`config.mk`:
```
export PLATFORM = sky130hd
export DESIGN_NAME = adcc_top
export DESIGN_NICKNAME = d
export VERILOG_FILES = /design/src/rtl/adcc_pkg.sv /design/src/rtl/adcc_top.sv
export SDC_FILE = /design/constraint.sdc
export NUM_CORES = 1
export LEC_CHECK = 0
export ABC_AREA = 1
export BUFFER_PORTS_ARGS = -buffer_cell sky130_fd_sc_hd__buf_2
export CORE_MARGIN = 1.5
export CORE_UTILIZATION = 30
export DETAILED_ROUTE_END_ITERATION = 6
export SLEW_MARGIN = 20
export SYNTH_ARGS = -nofsm -noshare
export SYNTH_HDL_FRONTEND = slang
export SYNTH_SLANG_ARGS = --single-unit
export TNS_END_PERCENT = 20
```
`constraint.sdc`:
```
create_clock -name clk_sys -period 2.9 [get_ports clk_sys]
set_input_delay 0.29 -clock clk_sys [delete_from_list [all_inputs] [get_ports clk_sys]]
set_output_delay 0.29 -clock clk_sys [all_outputs]
set_load 0.02 [all_outputs]
```
`src/rtl/adcc_pkg.sv`:
```
// Constants and types shared by the converter control logic.
package adcc_pkg;

    // ----------------------------------------------------------------
    // Data widths and result layout
    // ----------------------------------------------------------------
    localparam int RES_W = 10;
    localparam int CHAN_W = 3;
    localparam int BYTE_W = 8;
    localparam int HIGH_LSB = 2;
    localparam int LOW_MSB = 1;
    localparam int FIFO_DEPTH = 8;

    // ----------------------------------------------------------------
    // Saturation and reset values
    // ----------------------------------------------------------------
    localparam logic [7:0] SAT_HIGH = 8'hff;
    localparam logic [7:0] SAT_LOW = 8'h03;
    localparam logic [7:0] RESULT_RESET = 8'h00;
    localparam logic [9:0] CODE_ZERO = 10'h000;
    localparam logic [9:0] CODE_FULL = 10'h3ff;

    // ----------------------------------------------------------------
    // Timing: one conversion lasts CONV_TIME_NS at the 10 MHz system clock
    // ----------------------------------------------------------------
    localparam int CLK_PERIOD_NS = 100;
    localparam int CONV_TIME_NS = 4000;
    localparam int CONV_CYCLES = (CONV_TIME_NS + CLK_PERIOD_NS - 1) / CLK_PERIOD_NS;
    localparam int CNT_W = 6;
    localparam logic [5:0] CONV_LAST = 6'(CONV_CYCLES - 1);

    // ----------------------------------------------------------------
    // Sequencer states
    // ----------------------------------------------------------------
    typedef enum logic [1:0] {
        ADCC_IDLE = 2'b00,
        ADCC_CONVERT = 2'b01,
        ADCC_PUSH = 2'b10
    } adcc_state_t;

endpackage : adcc_pkg

```
`src/rtl/adcc_top.sv`:
```
// Converter sequencing, result FIFO and result registers.
`timescale 1ns/10ps

// ----------------------------------------------------------------
// Result FIFO
// ----------------------------------------------------------------
module adcc_fifo #(
    parameter int WIDTH = 10,
    parameter int DEPTH = 8
) (
    // Clock and reset
    input wire logic clk_sys,
    input wire logic nrst,
    // Fill side
    input wire logic in_valid,
    output logic in_ready,
    input wire logic [WIDTH-1:0] in_data,
    // Drain side
    output logic out_valid,
    input wire logic out_ready,
    output logic [WIDTH-1:0] out_data,
    // Discard all entries
    input wire logic flush
);
    localparam int AW = $clog2(DEPTH);
    logic [WIDTH-1:0] mem [DEPTH];
    logic [AW-1:0] wr_ptr;
    logic [AW-1:0] rd_ptr;
    logic [AW:0] count;
    logic do_push;
    logic do_pop;

    // Full and empty follow the occupancy count directly.
    assign in_ready = (count != (AW+1)'(DEPTH));
    assign out_valid = (count != '0);
    assign out_data = mem[rd_ptr];
    assign do_push = in_valid && in_ready;
    assign do_pop = out_valid && out_ready;

    // Storage is written only on an accepted push.
    always_ff @(posedge clk_sys)
    begin
        if (do_push)
        begin
            mem[wr_ptr] <= in_data;
        end
    end

    // Pointers and count; a flush empties the queue.
    always_ff @(posedge clk_sys or negedge nrst)
    begin
        if (!nrst)
        begin
            wr_ptr <= '0;
            rd_ptr <= '0;
            count <= '0;
        end
        else if (flush)
        begin
            wr_ptr <= '0;
            rd_ptr <= '0;
            count <= '0;
        end
        else
        begin
            if (do_push)
            begin
                wr_ptr <= (wr_ptr == AW'(DEPTH - 1)) ? '0 : wr_ptr + 1'b1;
            end
            if (do_pop)
            begin
                rd_ptr <= (rd_ptr == AW'(DEPTH - 1)) ? '0 : rd_ptr + 1'b1;
            end
            count <= count + (AW+1)'(do_push) - (AW+1)'(do_pop);
        end
    end
endmodule : adcc_fifo

// ----------------------------------------------------------------
// Converter control top
// ----------------------------------------------------------------
// Function
// - Converter-on bit enables and starts conversion
// - Convert selected channel back to back while enabled, pausing while the result queue is full
// - Three-bit field selects sampled channel
// - Conversion end sets done flag, loads result
// - Reading high result clears done flag
// - Over upper reference saturates to FFh/03h
// - Below lower reference gives all zeros
// - Amplifier powered by converter-on bit together with amplifier-select bit
module adcc_top (
    // Clock and reset
    input wire logic clk_sys,
    input wire logic nrst,
    // Control bits of the control/status register
    input wire logic converter_on_bit,
    input wire logic amplifier_select_bit,
    input wire logic [2:0] chan_sel,
    // Status and result registers
    output logic conv_done,
    output logic [7:0] result_high_reg,
    output logic [7:0] result_low_reg,
    // Read strobes from software
    input wire logic rd_high,
    input wire logic rd_low,
    // Analog front end
    output logic afe_power,
    output logic afe_amp_en,
    output logic [2:0] afe_chan,
    output logic afe_sample,
    input wire logic [9:0] afe_code,
    input wire logic afe_over,
    input wire logic afe_under,
    // Converter stalled by a full result queue
    output logic conv_stall
);
    adcc_pkg::adcc_state_t state;
    logic [adcc_pkg::CNT_W-1:0] cnt;
    logic [adcc_pkg::RES_W-1:0] sample;
    logic fifo_in_ready;
    logic fifo_out_valid;
    logic fifo_out_ready;
    logic [adcc_pkg::RES_W-1:0] fifo_out_data;
    logic load;

    // Clamp a raw code at the reference limits.
    function automatic logic [9:0] clamp_code(input logic [9:0] code, input logic over, input logic under);
        if (over)
        begin
            clamp_code = adcc_pkg::CODE_FULL;
        end
        else if (under)
        begin
            clamp_code = adcc_pkg::CODE_ZERO;
        end
        else
        begin
            clamp_code = code;
        end
    endfunction : clamp_code

    // Front-end power follows the converter-on bit alone; the amplifier also needs the amplifier-select bit.
    assign afe_power = converter_on_bit;
    assign afe_amp_en = converter_on_bit && amplifier_select_bit;
    assign afe_chan = chan_sel;
    assign afe_sample = (state == adcc_pkg::ADCC_CONVERT) && (cnt == '0);
    assign conv_stall = (state == adcc_pkg::ADCC_PUSH) && !fifo_in_ready;

    // Sequencer: start on enable, convert back to back, wait on a full queue.
    always_ff @(posedge clk_sys or negedge nrst)
    begin
        if (!nrst)
        begin
            state <= adcc_pkg::ADCC_IDLE;
            cnt <= '0;
            sample <= '0;
        end
        else if (!converter_on_bit)
        begin
            state <= adcc_pkg::ADCC_IDLE;
            cnt <= '0;
        end
        else
        begin
            case (state)
                adcc_pkg::ADCC_IDLE:
                begin
                    state <= adcc_pkg::ADCC_CONVERT;
                    cnt <= '0;
                end
                adcc_pkg::ADCC_CONVERT:
                begin
                    if (cnt == adcc_pkg::CONV_LAST)
                    begin
                        sample <= clamp_code(afe_code, afe_over, afe_under);
                        state <= adcc_pkg::ADCC_PUSH;
                    end
                    else
                    begin
                        cnt <= cnt + 1'b1;
                    end
                end
                adcc_pkg::ADCC_PUSH:
                begin
                    if (fifo_in_ready)
                    begin
                        state <= adcc_pkg::ADCC_CONVERT;
                        cnt <= '0;
                    end
                end
                default:
                begin
                    state <= adcc_pkg::ADCC_IDLE;
                end
            endcase
        end
    end

    // Results wait here until software has taken the previous one.
    adcc_fifo #(
        .WIDTH(adcc_pkg::RES_W),
        .DEPTH(adcc_pkg::FIFO_DEPTH)
    ) u_fifo (
        .clk_sys(clk_sys),
        .nrst(nrst),
        .in_valid(state == adcc_pkg::ADCC_PUSH),
        .in_ready(fifo_in_ready),
        .in_data(sample),
        .out_valid(fifo_out_valid),
        .out_ready(fifo_out_ready),
        .out_data(fifo_out_data),
        .flush(!converter_on_bit)
    );

    // A new result is loaded when the registers are free or being released.
    assign fifo_out_ready = !conv_done || rd_high;
    assign load = fifo_out_valid && fifo_out_ready;

    // Result registers, split into high and low parts.
    always_ff @(posedge clk_sys or negedge nrst)
    begin
        if (!nrst)
        begin
            result_high_reg <= adcc_pkg::RESULT_RESET;
            result_low_reg <= adcc_pkg::RESULT_RESET;
        end
        else if (load)
        begin
            result_high_reg <= fifo_out_data[adcc_pkg::RES_W-1:adcc_pkg::HIGH_LSB];
            result_low_reg <= {6'h00, fifo_out_data[adcc_pkg::LOW_MSB:0]};
        end
    end

    // Done flag: a new result wins over a clearing read in the same cycle.
    always_ff @(posedge clk_sys or negedge nrst)
    begin
        if (!nrst)
        begin
            conv_done <= 1'b0;
        end
        else if (load)
        begin
            conv_done <= 1'b1;
        end
        else if (rd_high)
        begin
            conv_done <= 1'b0;
        end
    end
endmodule : adcc_top

```
Word-level counts from Yosys, hierarchy flattened --
Memory sizes are Yosys's and may differ from the RTL's. A register that Yosys moved wholly into a read port is not among the register bits. Index checks and enable logic that the tools add are counted.
Storage, ports and cells: word-level logic and storage cells 62, register bits after elaboration 29, output and inout port bits 24, bits in writable memories 80, memories kept 1, input port bits 21
Memory list:
- u_fifo.mem | depth 8, width 10, rd ports 1, clocked after memory_dff 1, wr ports 1, RTL line adcc_top.sv:26 | logic [WIDTH-1:0] mem [DEPTH];
Cells by class: equal/unequal tests 12, mux-type cells 21, add/subtract/negate cells 5, reduce and logical (&&, ||, !) cells 16
Operator list (number):
- two-way mux 10 bit | 2
- two-way mux 3 bit | 6
- two-way mux 6 bit | 3
- case mux 6 bit (3 select lines) | 1
- adder 3 x 1 -> 3 bit, second input constant | 2
- adder 6 x 1 -> 6 bit, second input constant | 1
- == test 3 bit, second input constant | 2
- == test 6 bit, second input constant | 1
- zero test 6 bit | 1
- two-way mux 2 bit | 3
- inequality test 3 bit, second input constant | 2
- case mux 2 bit (3 select lines) | 1
- AND reduction 3 bit | 2
- logical AND 1 bit | 5
- adder 4 x 1 -> 4 bit | 1
- two-way mux 1 bit | 4
- two-way mux 4 bit | 1
- inequality test 2 x 1 -> 1 bit, second input constant | 2
- inequality test 4 x 1 -> 1 bit, second input constant | 1
- inequality test 4 bit, second input constant | 1
- nonzero test 4 bit | 1
- subtractor 4 x 1 -> 4 bit | 1
- zero test 1 bit | 3
- inequality test 3 x 2 -> 1 bit, second input constant | 1
- other kinds (6) | 6

Depth between registers and ports, before layout --
Gate-level depths: netlist of run 1.
word-level depth 5, gate-level depth with buffers 11, gate-level depth less buffers 10

Modules after synthesis --
From an unflattened synthesis of run 1, not the netlist that was laid out.
Unflattened totals: cell total of the unflattened synthesis 603, area total of the unflattened synthesis 5750.5 sq um
Modules (own cells, without submodules):
- adcc_fifo | area each 4222.8 sq um, cells each 429, seq. area each 2652.5 sq um, times used 1
- adcc_top | area each 1527.7 sq um, cells each 174, seq. area each 725.7 sq um, times used 1

Worst setup path after synthesis of run 1 --
No wires, ideal clock.
kind flip-flop to flip-flop, start point reg conv_done, end point reg u_fifo.count[2], required time 2781 ps, path buffers 1, cell stages (with the launch flop) 11, data arrival time 1962 ps, setup slack 820 ps, cell sequence dfrtp_1 > inv_1 > nor2_1 > a21oi_4 > buf_4 > ha_1 > inv_1 > ha_1 > fa_1 > xnor2_1 > nor2_1
On the way: cells in the longest elaborated chain, start to end 5
RTL lines:
- start, declared | RTL line adcc_top.sv:100 | output logic conv_done,
- start signal, assigned | RTL line adcc_top.sv:239 | conv_done <= 1'b0;
- start signal, assigned | RTL line adcc_top.sv:243 | conv_done <= 1'b1;
- start signal, assigned | RTL line adcc_top.sv:247 | conv_done <= 1'b0;
- zero test 1 bit | RTL line adcc_top.sv:216 | assign fifo_out_ready = !conv_done || rd_high;
- logical OR 1 bit | RTL line adcc_top.sv:216
- logical AND 1 bit
- net load | RTL line adcc_top.sv:124 | logic load;
- subtractor 4 x 1 -> 4 bit | RTL line adcc_top.sv:74 | count <= count + (AW+1)'(do_push) - (AW+1)'(do_pop);
- two-way mux 4 bit | RTL line adcc_top.sv:58 | else if (flush)
- end signal, assigned | RTL line adcc_top.sv:74
- end, declared | RTL line adcc_top.sv:29 | logic [AW:0] count;
The timed path passes the listed nets, and every way through them passes these cells. A chain may end at the register's enable or synchronous reset.

Worst setup path after layout of run 1 --
start point reg u_fifo.count[2], end point reg u_fifo.count[2]
On the way: cells in the longest elaborated chain, start to end 5, elaborated cells on any way between the ends 7, those cells by class 2 x add/sub; 1 x eq/ne; 1 x mux; 3 x reduce/logical
RTL lines:
- inequality test 4 bit | RTL line adcc_top.sv:34 | assign in_ready = (count != (AW+1)'(DEPTH));
- logical AND 1 bit | RTL line adcc_top.sv:37 | assign do_push = in_valid && in_ready;
- adder 4 x 1 -> 4 bit | RTL line adcc_top.sv:74
- subtractor 4 x 1 -> 4 bit (*) | RTL line adcc_top.sv:74
- two-way mux 4 bit (*) | RTL line adcc_top.sv:58
Every way passes the cells marked *; elsewhere a longest branch is shown, timed or not.

==> results.toml, run 1 <==
[status]
status = "complete, no violations"

[yosys]
synth.most_common_cell = "nand2_1"
synthTopCellsByCount = "206 x nand2_1, 80 x edfxtp_1, 55 x inv_1"
synth_area_sq_mm = 0.00552
synth.avg_cell_area_sq_um = 9.81
synth_top_area_share_pct = 43.5
synth_top_area_cell = "edfxtp_1"
synthCells = 563
ys.warnings.count = 0
synthTopCellsByArea = "edfxtp_1 44%, dfrtp_1 18%, nand2_1 14%"
synth-async-reset-ratio_pct = 32.8
ys_ff_latch = 119
synth_edf_count = 80
ys_seq_area_share_pct = 61.2
synthFlopType = "edfxtp_1"
ys_types = 35

[place]
dp_hpwl_um = 6810
place_area_sq_mm = 0.00585
place.gp.congestion = 0.753
portBuffers = 31
pre_cts_slack_ps = 921

[sta]
finalWorstSetupSlack_ps = 924
fin_tns_setup_ps = 0
fmax_mhz = 506
fin_crit_ps = 1980
clock_skew_ps = 10.9
slew_violations = 0
slew_headroom_pct = 36.5
rsz0062_at_grt = "false"
tightest_slew_ps = 952
final-hold-violation-count = 0
finalCritPeriodShare_pct = 68.1
setup_viol = 0

[floorplan]
rows = 49
dieWidth_um = 139
dieArea_sq_mm = 0.0192
core_region_area_sq_mm = 0.0180
start_util_pct = 30.6
io_pins = 45
die_h_um = 139

[critical_path]
worst_path_dominant_cell_family = "adder cells"
critPathKind = "reg2reg"
setup.worst_path.start_class = "flop"
crit_top_cell = "ha_1"
max_stage_delay_ps = 380
crit_fanout = 3
crit_chain = "inv_1 -> ha_1 -> a21oi_4 -> ha_1 -> inv_1 -> ha_1 -> fa_1 -> xnor2_1 -> nor2_1"
cp_slowest_cell = "fa_1"
critPathBufInv = 2
cp.arrival_ps = 2280
crit_start = "u_fifo.count[2]"
endpoint_kind = "flop"
r2r_start = "u_fifo.count[2]"
critPathRequiredTime_ps = 3200

[drt]
ant_nets = 0
dr.pass1.iters = 4
route.detailed.drc = 0
routedWlPerCell_um = 12.8
routed_wl_um = 10700
route.vias.total = 3629
drtIter0Drc = 215
viasPerCell = 4.33

[clock_network]
clkTransAtPathRegs_ps = 50
clock-sinks = 119
clk-insertion-delay-late_ps = 420
numCtsBuffers = 17
cts_root_buffer = "clkbuf_16"
ctsHoldBuffers = 0
cts_tree = "yes"
h-tree-depth = 4
cts_setup_buffers = 0
cts_buffer_depth = 2
cts_resized = 0

[layout]
fin_nets = 631
nFillCells = 1817
diodes = 0
synthToLayoutAreaGrowth_pct = 17.5
seqCellArea_sq_mm = 0.00338
drive_above_1_share_pct = 16.6
multi_input_area_sq_mm = 0.00171
fin_area_sq_mm = 0.00649
fin_util_pct = 36.0
largest_reg_flops = 80

[power]
leakagePower_uw = 0.00290
power.density_mw_per_mm2 = 887
ir_drop_uv = 438

[grt]
gr-usage-met3_pct = 3.38
grt-ovfl-total = 0
grt_pass1_wl_um = 18300
met1_usage_pct = 16.0
antenna_found_initial = 0
grtUsageTotal_pct = 12.3
met2_usage_pct = 19.2
top_usage_layer = "met2"
grt_start_max_net_pins = 43
grt_pass1_vias = 3629

[min_path]
hold_path.class = "in2async"

[flow_run]
maxCapViolations = 0
[per-stage QoR]
| stage | total power, uW | instances | hold WS (ps) |
|---|---|---|---|
| finish | 5750 | 839 | 24.7 |
| global route | 6140 | 839 | 88.6 |
| CTS | 5820 | 839 | 53.2 |
| detailed placement | 3570 | 807 | 461 |
| global placement | 3560 | 807 | 463 |
| floorplan | 3250 | 568 | -5.59 |
[cell type report]
class	count	area share [%]
Inverter	60	3.51
Clock buffer	25	7.64
Tap cell	229	4.42
Multi-Input combinational cell	356	26.4
Clock inverter	7	2.18
Timing Repair Buffer	43	3.78
Sequential cell	119	52.1
[cell families after synthesis]
family | share of synthesized area, %
other | 0.0679
xor gates and xnor gates | 0.317
buffers and inverters | 8.14
adders and majority gates | 3.08
AOI/OAI and AO/OA | 3.26
and+or+nand+nor | 23.9
DFF | 61.2
[worst register-to-register path: stages, from the launching register on]
cell and delay (ps):
dfrtp_1 360, inv_1 100, ha_1 210, a21oi_4 70, ha_1 270, inv_1 30
ha_1 210, fa_1 380, xnor2_1 170, nor2_1 60
[final timing paths]
kind / cells after the start / end / slack, ps
setup / recovery: 9 / u_fifo.count[2] / 920
hold / removal: 1 / conv_done / 20
setup reg to reg: 9 / u_fifo.count[2] / 920
hold reg to reg: 2 / result_high_reg[7] / 470
max in group asynchronous: 1 / sample[7] / 2280
min in group clk_sys: 2 / conv_done / 60
[where the power goes]
group	leakage, uW	switching, uW	internal, uW
Clock	0.000308	708	1530
Combinational	0.00153	1010	507
Sequential	0.00106	70.0	1930
Total	0.00290	1790	3960
[placed cells by master, fill, tap and decap left out]
| cell type | instances |
|---|---|
| a21oi_1 | 2 |
| a21oi_2 | 1 |
| a21oi_4 | 1 |
| buf_2 | 31 |
| buf_4 | 12 |
| bufinv_16 | 4 |
| clkbuf_1 | 4 |
| clkbuf_16 | 17 |
| clkbuf_8 | 4 |
| clkinv_2 | 1 |
| clkinv_4 | 1 |
| clkinvlp_4 | 1 |
| conb_1 | 6 |
| dfrtp_1 | 39 |
| edfxtp_1 | 80 |
| fa_1 | 1 |
| ha_1 | 12 |
| inv_1 | 55 |
| inv_2 | 4 |
| inv_4 | 1 |
| nand2_1 | 206 |
| nand2_2 | 3 |
| nand2_4 | 2 |
| nand3_1 | 48 |
| nand3_2 | 2 |
| nand3_4 | 1 |
| nand4_1 | 2 |
| nor2_1 | 40 |
| nor2_4 | 4 |
| nor3_1 | 1 |
| nor3_2 | 1 |
| nor4_1 | 1 |
| o211ai_1 | 1 |
| o21ai_0 | 6 |
| o21ai_2 | 10 |
| o21bai_1 | 1 |
| o22ai_1 | 2 |
| xnor2_1 | 1 |
| xor2_1 | 1 |
[routing by layer]
layer  share of wire, %  wire length, um
met4                1.8              194
met5                  0                0
met1                 47             5100
met3                4.9              530
met2                 46             4920
No activity file was read; power rests on OpenSTA's default activity.
==> inputs of run 2 (changes only) <==
==> constraint.sdc (replaced) <==
create_clock -name clk_sys -period 1.8 [get_ports clk_sys]
set_input_delay 0.18 -clock clk_sys [delete_from_list [all_inputs] [get_ports clk_sys]]
set_output_delay 0.18 -clock clk_sys [all_outputs]
set_load 0.02 [all_outputs]
==> results.toml, run 2 (synthesis results as in run 1) <==
[power]
internal-power_uw = 6110
p_clk_share_pct = 34.6
p_sw_share_pct = 32.9
switchingPower_uw = 3000
leakagePower_uw = 0.00291
p_comb_share_pct = 29.9
ir_drop_uv = 728
total_power_uw = 9120
power.density_mw_per_mm2 = 1390
seqPwrFrac_pct = 35.5

[status]
status = "finished with violations"
violations = "negative setup slack"

[critical_path]
setup.worst_path.start_class = "flop"
critPathRequiredTime_ps = 2150
cp.arrival_ps = 2160
endpoint_kind = "flop"
crit_fanout = 3
reg2regPathDepth = 9
critPathKind = "reg2reg"

[layout]
layout_commonest_cell = "nand2_1"
diodes = 0
fin_util_pct = 36.5
synthToLayoutAreaGrowth_pct = 19.0
fin_nets = 639
mostFrequentLayoutCells = "205 x nand2_1, 80 x edfxtp_1, 50 x inv_1"
drive_above_1_share_pct = 19.9
nFillCells = 1795
largest_reg_flops = 80

[clock_network]
clkTransAtPathRegs_ps = 50
cts_tree = "yes"
h-tree-depth = 4
cts_buffer_depth = 2
clock-sinks = 119
clk-insertion-delay-late_ps = 410
numCtsBuffers = 17
cts_root_buffer = "clkbuf_16"

[drt]
route.vias.total = 3557
drtIter0Drc = 230
route.detailed.drc = 0
routed_wl_um = 10600
routedWlPerCell_um = 12.5
viasPerCell = 4.20
dr.pass1.iters = 4
ant_nets = 0

[grt]
antenna_found_initial = 0
grt_start_max_net_pins = 43
grt_pass1_vias = 3552
grt_pass1_wl_um = 17800
grtUsageTotal_pct = 11.8
grt-ovfl-total = 0

[floorplan]
core_region_area_sq_mm = 0.0180
die_h_um = 139
rows = 49
start_util_pct = 30.6
dieArea_sq_mm = 0.0192
io_pins = 45
dieWidth_um = 139

[sta]
setup_viol = 1
slew_violations = 0
fmax_mhz = 550
finalWorstSetupSlack_ps = -16.5
fin_crit_ps = 1820
finalCritPeriodShare_pct = 101
final-hold-violation-count = 0
clock_skew_ps = 9.69
whs_ps = 146
rsz0062_at_grt = "true"

[place]
place.gp.congestion = 0.768
pre_cts_slack_ps = -0.704
dp_hpwl_um = 6730
portBuffers = 31

[min_path]
hold-path-cell-count = 5
hold_path.class = "in2reg"

[flow_run]
maxCapViolations = 0
## run 2: worst paths after layout
kind                                   start            endpoint  slack (ps)
max in group asynchronous               nrst           conv_done        1310
min in group asynchronous               nrst  result_high_reg[3]         280
setup reg to reg             u_fifo.count[2]     u_fifo.count[1]         -20
setup / recovery             u_fifo.count[2]     u_fifo.count[1]         -20
hold reg to reg            result_low_reg[1]   result_low_reg[1]         470
hold / removal                   afe_code[6]           sample[6]         150
## run 2: final cells by class
cell class / count / area (sq um) / area share, %
timing repair buffer: 51 / 323 / 4.91
sequential: 119 / 3380 / 51.4
clock inverter: 8 / 72.6 / 1.10
tap: 229 / 287 / 4.36
inverter: 60 / 230 / 3.50
clock buffer: 24 / 492 / 7.48
multi-input combinational: 356 / 1790 / 27.2
## run 2: what timing repair did
action | CTS | global route
buffers inserted | 0 | 1
hold endpoints to repair | 40 | 0
hold buffers | 2 | 0
pin swaps | 0 | 4
resized for setup | 0 | 7
endpoints found under the setup margin | 1 | 29
## run 2: through the flow
| step | setup TNS (ps) | cells | area (sq um) |
|---|---|---|---|
| after floorplan | -1340 | 568 | 5590 |
| after global placement | 0 | 812 | 5950 |
| after detailed placement | -0.704 | 812 | 5950 |
| after CTS | -17.8 | 846 | 6530 |
| after global routing | -202 | 847 | 6570 |
| final | -16.5 | 847 | 6570 |
## run 2: per-layer routing
metal  vias up  GRT usage (%)  part of all wire (%)
met5         -              0                     0
met4         0           6.14                   1.4
met3        11           3.11                   3.5
met2        58           17.4                    45
met1      1613           16.0                    51
li1       1875              -                     -
## run 2: worst max-delay path, stage by stage (launching register included)
cell     delay, ps
dfrtp_1        370
inv_2           90
ha_4           150
a21oi_4         60
ha_4           270
inv_4           30
ha_4           150
fa_2           520
nand2_2         50
inv_2           50
## run 2: power by group through the flow
| stage | Combinational (uW) | Clock [uW] | Sequential, uW |
|---|---|---|---|
| floorplan | 1920 | 0 | 3420 |
| global placement | 2570 | 0 | 3290 |
| detailed placement | 2620 | 0 | 3290 |
| CTS | 2650 | 3220 | 3240 |
| global route | 3120 | 3340 | 3260 |
| finish | 2730 | 3160 | 3230 |
